$ cat src/accessory_status_pkg.sv
// Shared constants for the accessory detection status registers
package accessory_status_pkg;
  localparam logic [7:0] SECOND_ADC_RESULT_ADDR = 8'h02;
  localparam logic [7:0] DETECTION_STATUS_ONE_ADDR = 8'h03;
  localparam logic [7:0] SECOND_ADC_RESULT_RST = 8'h00;
  localparam logic [7:0] DETECTION_STATUS_ONE_RST = 8'h00;
  localparam logic [7:0] UNMAPPED_READ_VALUE = 8'h00;
  // Field positions inside detection_status_one
  localparam int LEVEL_HI_POS = 7;
  localparam int LEVEL_LO_POS = 6;
  localparam int COMM_REQ_POS = 5;
  localparam int OPEN_CABLE_POS = 4;
  localparam int JACK_TYPE_POS = 3;
  localparam int READY_POS = 2;
  localparam int FIRST_DONE_POS = 1;
  localparam int SECOND_DONE_POS = 0;
  // Detection current level codes
  localparam logic [1:0] LEVEL_NO_JACK = 2'h0;
  localparam logic [1:0] LEVEL_100UA = 2'h1;
  localparam logic [1:0] LEVEL_1MA1 = 2'h2;
  localparam logic [1:0] LEVEL_5MA5 = 2'h3;
  localparam logic [1:0] OPEN_CABLE_SETTING = 2'h1;
  // Communication debounce
  localparam int CLK_PERIOD_NS = 10;
  localparam int COMM_DEBOUNCE_NS = 1000;
  localparam int COMM_DEBOUNCE_CYCLES = (COMM_DEBOUNCE_NS + CLK_PERIOD_NS - 1) / CLK_PERIOD_NS;
  localparam int DEB_W = 8;
  localparam logic [DEB_W-1:0] DEB_LAST = 8'(COMM_DEBOUNCE_CYCLES - 1);
endpackage

$ cat src/accessory_detect_status_regs.sv
// Second ADC result and first status register of the accessory detector
//
// Contract
// - Latest second converter result held as 8-bit read-only value.
// - Level field reports last detection current: none, 100uA, 1.1mA, 5.5mA.
// - Comm request reads 1 only after mic stays below threshold for debounce.
// - Open cable set when both wirings high impedance and setting is 01.
// - Ready reads 1 once detection done and mic/ground switch finalized.
// - With wiring check disabled, ready sets right after impedance detection.
// - First converter done flag: 0 idle or running, 1 when result ready.
// - Second converter done flag: 0 idle or running, 1 when result ready.
`timescale 1ns/1ps
module accessory_detect_status_regs (
  // Clock, reset, enable
  input wire logic ref_clk,
  input wire logic reset_n,
  input wire logic clk_en,
  // Register access
  input wire logic [7:0] reg_addr,
  input wire logic reg_rd,
  input wire logic reg_wr,
  input wire logic [7:0] reg_wdata,
  output logic [7:0] reg_rdata,
  output logic reg_rvalid,
  // Converters
  input wire logic first_adc_start,
  input wire logic first_adc_end,
  input wire logic second_adc_start,
  input wire logic second_adc_end,
  input wire logic [7:0] second_adc_data,
  // Impedance and wiring detection
  input wire logic impedance_done,
  input wire logic [1:0] detect_current_used,
  input wire logic jack_removed,
  input wire logic hi_z_first_wiring,
  input wire logic hi_z_second_wiring,
  input wire logic [1:0] detect_current_setting,
  input wire logic wiring_check_done,
  input wire logic wiring_type,
  input wire logic microphone_switch_final,
  input wire logic wiring_check_disable,
  // Button comparator
  input wire logic mic_below_threshold
);
  logic [7:0] second_adc_result_r, second_adc_result_nxt;
  logic [1:0] level_r, level_nxt;
  logic comm_r, comm_nxt;
  logic open_r, open_nxt;
  logic jack_r, jack_nxt;
  logic ready_r, ready_nxt;
  logic [accessory_status_pkg::DEB_W-1:0] deb_r, deb_nxt;
  logic [7:0] rdata_r, rdata_nxt;
  logic rvalid_r, rvalid_nxt;
  logic first_adc_done, second_adc_done;
  logic [7:0] detection_status_one;

  conversion_done_flag u_first_done (
    .ref_clk(ref_clk),
    .reset_n(reset_n),
    .clk_en(clk_en),
    .conv_start(first_adc_start),
    .conv_done(first_adc_end),
    .done_flag(first_adc_done)
  );

  conversion_done_flag u_second_done (
    .ref_clk(ref_clk),
    .reset_n(reset_n),
    .clk_en(clk_en),
    .conv_start(second_adc_start),
    .conv_done(second_adc_end),
    .done_flag(second_adc_done)
  );

  always_comb begin
    detection_status_one = accessory_status_pkg::DETECTION_STATUS_ONE_RST;
    detection_status_one[accessory_status_pkg::LEVEL_HI_POS] = level_r[1];
    detection_status_one[accessory_status_pkg::LEVEL_LO_POS] = level_r[0];
    detection_status_one[accessory_status_pkg::COMM_REQ_POS] = comm_r;
    detection_status_one[accessory_status_pkg::OPEN_CABLE_POS] = open_r;
    detection_status_one[accessory_status_pkg::JACK_TYPE_POS] = jack_r;
    detection_status_one[accessory_status_pkg::READY_POS] = ready_r;
    detection_status_one[accessory_status_pkg::FIRST_DONE_POS] = first_adc_done;
    detection_status_one[accessory_status_pkg::SECOND_DONE_POS] = second_adc_done;
  end

  // Status next values; reg_wr and reg_wdata reach none of them
  always_comb begin
    second_adc_result_nxt = second_adc_result_r;
    level_nxt = level_r;
    comm_nxt = 1'b0;
    deb_nxt = deb_r;
    open_nxt = hi_z_first_wiring && hi_z_second_wiring
      && (detect_current_setting == accessory_status_pkg::OPEN_CABLE_SETTING);
    jack_nxt = jack_r;
    ready_nxt = ready_r;
    if (second_adc_end) begin
      second_adc_result_nxt = second_adc_data;
    end
    if (jack_removed) begin
      level_nxt = accessory_status_pkg::LEVEL_NO_JACK;
      ready_nxt = 1'b0;
      jack_nxt = 1'b0;
    end
    if (impedance_done) begin
      level_nxt = detect_current_used;
    end
    // Counter saturates, so a long press keeps the flag without wrapping
    if (!mic_below_threshold) begin
      deb_nxt = '0;
    end else if (deb_r != accessory_status_pkg::DEB_LAST) begin
      deb_nxt = deb_r + 8'h01;
    end
    comm_nxt = mic_below_threshold && (deb_r == accessory_status_pkg::DEB_LAST);
    if (wiring_check_done) begin
      jack_nxt = wiring_type;
    end
    // Ready set wins over a removal in the same cycle
    if (impedance_done && wiring_check_disable) begin
      ready_nxt = 1'b1;
    end
    if (wiring_check_done && microphone_switch_final) begin
      ready_nxt = 1'b1;
    end
  end

  // Read path; a write only draws no answer and changes nothing
  always_comb begin
    rdata_nxt = rdata_r;
    rvalid_nxt = 1'b0;
    if (reg_rd) begin
      rvalid_nxt = 1'b1;
      unique case (reg_addr)
        accessory_status_pkg::SECOND_ADC_RESULT_ADDR: rdata_nxt = second_adc_result_r;
        accessory_status_pkg::DETECTION_STATUS_ONE_ADDR: rdata_nxt = detection_status_one;
        default: rdata_nxt = accessory_status_pkg::UNMAPPED_READ_VALUE;
      endcase
    end
  end

  always_ff @(posedge ref_clk or negedge reset_n) begin
    if (!reset_n) begin
      second_adc_result_r <= accessory_status_pkg::SECOND_ADC_RESULT_RST;
      level_r <= accessory_status_pkg::LEVEL_NO_JACK;
      comm_r <= 1'b0;
      deb_r <= '0;
      open_r <= 1'b0;
      jack_r <= 1'b0;
      ready_r <= 1'b0;
      rdata_r <= accessory_status_pkg::UNMAPPED_READ_VALUE;
      rvalid_r <= 1'b0;
    end else if (clk_en) begin
      second_adc_result_r <= second_adc_result_nxt;
      level_r <= level_nxt;
      comm_r <= comm_nxt;
      deb_r <= deb_nxt;
      open_r <= open_nxt;
      jack_r <= jack_nxt;
      ready_r <= ready_nxt;
      rdata_r <= rdata_nxt;
      rvalid_r <= rvalid_nxt;
    end
  end

  assign reg_rdata = rdata_r;
  assign reg_rvalid = rvalid_r;

  a_result_capture: assert property (@(posedge ref_clk) disable iff (!reset_n)
    clk_en && second_adc_end |=> second_adc_result_r == $past(second_adc_data))
    else $error("second result not captured");
  a_level_capture: assert property (@(posedge ref_clk) disable iff (!reset_n)
    clk_en && impedance_done |=> level_r == $past(detect_current_used))
    else $error("level not captured");
  a_comm_needs_press: assert property (@(posedge ref_clk) disable iff (!reset_n)
    clk_en && !mic_below_threshold |=> !comm_r)
    else $error("comm request without press");
  a_comm_short_press: assert property (@(posedge ref_clk) disable iff (!reset_n)
    clk_en && mic_below_threshold && deb_r == 8'h00 |=> !comm_r)
    else $error("comm request before debounce");
  a_open_cable: assert property (@(posedge ref_clk) disable iff (!reset_n)
    clk_en |=> open_r == ($past(hi_z_first_wiring) && $past(hi_z_second_wiring)
      && $past(detect_current_setting) == accessory_status_pkg::OPEN_CABLE_SETTING))
    else $error("open cable flag wrong");
  a_ready_wiring: assert property (@(posedge ref_clk) disable iff (!reset_n)
    clk_en && wiring_check_done && microphone_switch_final |=> ready_r)
    else $error("ready not set after wiring check");
  a_ready_direct: assert property (@(posedge ref_clk) disable iff (!reset_n)
    clk_en && impedance_done && wiring_check_disable |=> ready_r)
    else $error("ready not set with check disabled");
  a_write_ignored: assert property (@(posedge ref_clk) disable iff (!reset_n)
    clk_en && reg_wr && !second_adc_end |=> $stable(second_adc_result_r))
    else $error("write changed result");
  a_read_status: assert property (@(posedge ref_clk) disable iff (!reset_n)
    clk_en && reg_rd && reg_addr == 8'h03 |=> reg_rdata[3] == $past(jack_r) && reg_rvalid)
    else $error("status read wrong");
  // A write must never look like a read answer, or a polling host would take stale data
  a_write_no_answer: assert property (@(posedge ref_clk) disable iff (!reset_n)
    clk_en && reg_wr && !reg_rd |=> !reg_rvalid && $stable(reg_rdata))
    else $error("write drew an answer");
  a_comm_after_debounce: assert property (@(posedge ref_clk) disable iff (!reset_n)
    clk_en && mic_below_threshold && deb_r == accessory_status_pkg::DEB_LAST |=> comm_r)
    else $error("comm request missing after debounce");
  a_ready_needs_cause: assert property (@(posedge ref_clk) disable iff (!reset_n)
    clk_en && !ready_r && !(wiring_check_done && microphone_switch_final)
      && !(impedance_done && wiring_check_disable) |=> !ready_r)
    else $error("ready set without a cause");
  a_removal_clears_level: assert property (@(posedge ref_clk) disable iff (!reset_n)
    clk_en && jack_removed && !impedance_done
      |=> level_r == accessory_status_pkg::LEVEL_NO_JACK)
    else $error("level kept after removal");
  a_jack_capture: assert property (@(posedge ref_clk) disable iff (!reset_n)
    clk_en && wiring_check_done |=> jack_r == $past(wiring_type))
    else $error("jack type not captured");
  a_read_result: assert property (@(posedge ref_clk) disable iff (!reset_n)
    clk_en && reg_rd && reg_addr == accessory_status_pkg::SECOND_ADC_RESULT_ADDR
      |=> reg_rvalid && reg_rdata == $past(second_adc_result_r))
    else $error("result read wrong");
  a_first_done_bit: assert property (@(posedge ref_clk) disable iff (!reset_n)
    clk_en && reg_rd && reg_addr == accessory_status_pkg::DETECTION_STATUS_ONE_ADDR
      |=> reg_rdata[accessory_status_pkg::FIRST_DONE_POS] == $past(first_adc_done))
    else $error("first done bit read wrong");
  a_second_done_bit: assert property (@(posedge ref_clk) disable iff (!reset_n)
    clk_en && reg_rd && reg_addr == accessory_status_pkg::DETECTION_STATUS_ONE_ADDR
      |=> reg_rdata[accessory_status_pkg::SECOND_DONE_POS] == $past(second_adc_done))
    else $error("second done bit read wrong");
  a_result_frozen: assert property (@(posedge ref_clk) disable iff (!reset_n)
    !clk_en |=> $stable(second_adc_result_r))
    else $error("result changed while disabled");
endmodule

$ cat src/conversion_done_flag.sv
// End-of-conversion flag for one converter
`timescale 1ns/1ps
module conversion_done_flag (
  // Clock and reset
  input wire logic ref_clk,
  input wire logic reset_n,
  input wire logic clk_en,
  // Converter events
  input wire logic conv_start,
  input wire logic conv_done,
  // Flag
  output logic done_flag
);
  logic done_r;
  logic done_nxt;

  // Completion wins over a start in the same cycle so no result is missed
  always_comb begin
    done_nxt = done_r;
    if (conv_start) begin
      done_nxt = 1'b0;
    end
    if (conv_done) begin
      done_nxt = 1'b1;
    end
  end

  always_ff @(posedge ref_clk or negedge reset_n) begin
    if (!reset_n) begin
      done_r <= 1'b0;
    end else if (clk_en) begin
      done_r <= done_nxt;
    end
  end

  assign done_flag = done_r;

  a_done_follows_event: assert property (@(posedge ref_clk) disable iff (!reset_n)
    clk_en && conv_done |=> done_flag)
    else $error("done flag not set after conversion end");
  a_start_clears_flag: assert property (@(posedge ref_clk) disable iff (!reset_n)
    clk_en && conv_start && !conv_done |=> !done_flag)
    else $error("done flag not cleared at conversion start");
endmodule

$ cat config.mk
export PLATFORM = sky130hd
export DESIGN_NAME = accessory_detect_status_regs
export DESIGN_NICKNAME = d
export VERILOG_FILES = /design/src/accessory_status_pkg.sv /design/src/accessory_detect_status_regs.sv /design/src/conversion_done_flag.sv
export SDC_FILE = /design/constraint.sdc
export NUM_CORES = 1
export LEC_CHECK = 0
export BUFFER_PORTS_ARGS = -buffer_cell sky130_fd_sc_hd__buf_2
export CELL_PAD_IN_SITES_DETAIL_PLACEMENT = 1
export CELL_PAD_IN_SITES_GLOBAL_PLACEMENT = 2
export CORE_AREA = 8 8 87 73
export DETAILED_ROUTE_END_ITERATION = 10
export DIE_AREA = 0 0 95 81
export GPL_TIMING_DRIVEN = 0
export PLACE_DENSITY_LB_ADDON = 0.05
export REMOVE_ABC_BUFFERS = 1
export SKIP_LAST_GASP = 1
export SYNTH_ARGS = -nofsm -noshare
export SYNTH_HDL_FRONTEND = slang
export SYNTH_SLANG_ARGS = --single-unit
$ cat constraint.sdc
create_clock -name ref_clk -period 3.5 [get_ports ref_clk]
set_input_delay 1.05 -clock ref_clk [delete_from_list [all_inputs] [get_ports ref_clk]]
set_output_delay 1.05 -clock ref_clk [all_outputs]
set_load 0.01 [all_outputs]
==> summary.txt <==
Yosys
  • Mapped cell area: between 1500 and 2000 µm²
  • Synth cell types: 35
  • Post-Synthesis Cells: roughly 130
  • Asr flop ratio synth: 1.000
  • Top-area cell type share of the netlist area: 0.5383
  • Synth area leader: dfrtp_1
  • Top_reg_cell synth: dfrtp_1
  • Post-synth top cells: dfrtp_1 (33), nand2_1 (22), o21ai_0 (13)
  • Synth top area cells: dfrtp_1 (54%), mux2i_1 (7.2%), mux2_2 (5.9%), nand2_1 (5.4%), o21ai_0 (4.2%)
  • Avg Inst Size Synth: ~11 µm²
  • Register area share after synthesis: 0.5383
  • Ys Warns: 0
  • Post-synthesis register bit count: 33
  • Most frequent cell after synthesis: dfrtp_1
  • Post-synth EDFFs: 0

Critical path
  • Critical path arrival: approximately 2500 ps
  • Worst-path maximum fanout: 8
  • Critical Path RT: ~3700 ps
  • WS Path Type: in -> reg
  • CP Launch Type: input pin
  • Element type at the critical path end: register

Clock tree
  • Clock tree buffer depth: 2
  • CTS tree: done
  • Post-CTS Setup Bufs: 0
  • H-Tree Depth: 2
  • Sink Count: 33
  • Later-pin clock latency in the skew report: between 200 and 300 ps
  • CTS root buffer: clkbuf_8
  • CTS resizes: 0
  • Clk pin slew, worst setup/hold paths: about 70 ps
  • CTS buffer count: 5
  • CTS Hold Bufs: 0

Placed design
  • Hpwl dp: about 3100 µm
  • Placed cells: 237
  • Placement Setup Slack: between 900 and 1000 ps
  • Port-buffer cells: 45
  • Routability cong.: ~0.83

Timing
  • Crit share post-route: 0.6589
  • Fin crit period: about 2300 ps
  • Peak Freq: 433.6 MHz
  • RSZ-0062 raised after global routing: false
  • Final Hold Vio Count: 0
  • Slew Viols, Final: 0
  • Worst slew margin: 0.4929
  • Worst slew pin tran: 760.7 ps
  • Setup ws final: 1194 ps
  • WHS: 473.3 ps
  • Final setup vio count: 0
  • Final TNS setup: 0 ps
  • Clock skew: approximately 4.6 ps

Die
  • # rows: 23
  • Effective utilization at floorplan: 0.3117
  • Core area: about 4900 µm²
  • Die Area: approximately 7700 µm²
  • Die H: 81 µm
  • # IOs: between 50 and 60
  • Die Wd: between 90 and 100 µm

Final layout
  • Filler cells: around 580
  • Ant diodes: 0
  • Multi-input logic area: ~670 µm²
  • Storage cell area: between 800 and 900 µm²
  • Nets: roughly 230
  • Share of layout cells above drive strength 1: 0.3661
  • Area growth from synthesis to layout: 25.86%
  • Final non-filler cell total: ~250

Route
  • Vias per cell: slightly above 5
  • Initial DRC count: 76
  • Routed len/inst: about 17 µm
  • Detail Route Antenna Nets: 0
  • Wirelength, routed: ~4100 µm
  • TritonRoute pass-1 iters: 4
  • Drt drc: 0
  • Total number of vias: between 1000 and 1500

Global routing
  • GRT met3 Usage: 0.04144
  • Total track usage: 0.1201
  • Largest net degree at the start of global routing: 34
  • Grt met1 use: 0.1496
  • Met2 Use GR: 0.1879
  • Vias in the first global route: roughly 1400
  • Gr ovfl total: 0
  • Antenna violations before repair: 0
  • First-pass GRT wire length: about 7100 µm
  • Global routing's busiest layer: met2

Power and ir drop
  • Pwr/cell area: slightly below 500 nW/µm²
  • Peak supply drop: ~0.00017 V
  • Final Power: approximately 950 µW
  • P_leak: between 0.9 and 1 nW

Status
  • Status: finished clean

Worst hold path
  • Worst min path class: reg -> reg

Job
  • Max-cap violations: 0
-- stage by stage --
step | cell area, µm² | utilization
after floorplan | 1511 | -
after global placement | 1814 | 0.3687
after detailed placement | 1814 | 0.3687
after CTS | 1931 | 0.3923
after global routing | 1931 | 0.3923
final | 1931 | 0.3923
-- cell usage in the layout, fill, tap and decap left out --
| cell | instances |
|---|---|
| nand3_1 | 3 |
| nor4b_1 | 1 |
| and4b_1 | 1 |
| nor3_1 | 1 |
| o31ai_4 | 1 |
| nor2_1 | 1 |
| and2b_2 | 1 |
| or4_1 | 1 |
| clkbuf_8 | 6 |
| o211ai_1 | 1 |
| a32o_1 | 3 |
| o31ai_1 | 1 |
| mux2_4 | 1 |
| or4b_4 | 1 |
| o2bb2ai_1 | 2 |
| o211a_1 | 1 |
| a211o_2 | 2 |
| nand2b_1 | 1 |
| a31oi_1 | 1 |
| mux2i_1 | 11 |
| clkbuf_1 | 1 |
| nor2b_1 | 2 |
| a22oi_1 | 1 |
| buf_2 | 45 |
| o21a_1 | 1 |
| dfrtp_1 | 33 |
| inv_1 | 5 |
| a22o_1 | 2 |
| nand4_1 | 2 |
| o221ai_1 | 1 |
| nand2_1 | 22 |
| and3_2 | 1 |
| ha_1 | 1 |
| o21ai_0 | 13 |
| bufinv_16 | 1 |
| mux2_2 | 8 |
| nor4_1 | 3 |
-- state kept, by name (all words and copies together) (netlist names), 2 cells and up --
register             cells
reg_rdata                8
level_r                  2
deb_r                    8
second_adc_result_r      8
-- metal layers --
metal | up-vias | share of wire | routed length [µm]
met1 | 595 | 0.49 | 1997
met2 | 46 | 0.43 | 1771
met4 | 0 | 0.015 | 60
li1 | 588 | - | -
met3 | 7 | 0.069 | 286
met5 | - | 0 | 0
-- power by group --
group | internal (mW) | leakage [nW] | total, mW | switching, mW
combinational | 0.0659 | 0.466 | 0.124 | 0.0580
sequential | 0.421 | 0.424 | 0.459 | 0.0382
clock | 0.232 | 0.0585 | 0.372 | 0.140
-- cell type report --
cell class | instances | share of cell area
flip-flops and latches | 33 | 0.4277
inverters | 5 | 0.009721
well taps | 62 | 0.04018
clock buffers | 7 | 0.04472
clock inverters | 1 | 0.01555
multi-input cells | 92 | 0.3454
repair buffers | 45 | 0.1167
-- logic make-up after synthesis --
kind of cell / count (synthesis) / share of synthesized area
adder cells (fa/ha/maj): 1 / 0.008155
multiplexers: 20 / 0.1403
AND/OR/NAND/NOR: 41 / 0.1387
flip-flops: 33 / 0.5383
AO/OA/AOI/OAI: 30 / 0.1476
buffers and inverters: 9 / 0.02692
-- worst paths after layout --
kind | startpoint | endpoint | slack [ps] | cells past startpoint
worst max register to register | deb_r[4] | deb_r[0] | 1600 | 3
min in group asynchronous | reset_n | reg_rdata[0] | 840 | 1
max in group asynchronous | reset_n | reg_rdata[3] | 2180 | 1
worst max-delay path | mic_below_threshold | deb_r[0] | 1190 | 4
worst min register to register | reg_rdata[0] | reg_rdata[0] | 470 | 2
worst min-delay path | reg_rdata[0] | reg_rdata[0] | 470 | 2
-- worst max-delay path: stages --
cell and delay (ps):
buf_2 190, or4b_4 500, o31ai_4 390, mux2_4 340
Note: power is estimated with default switching activity, not from simulation.
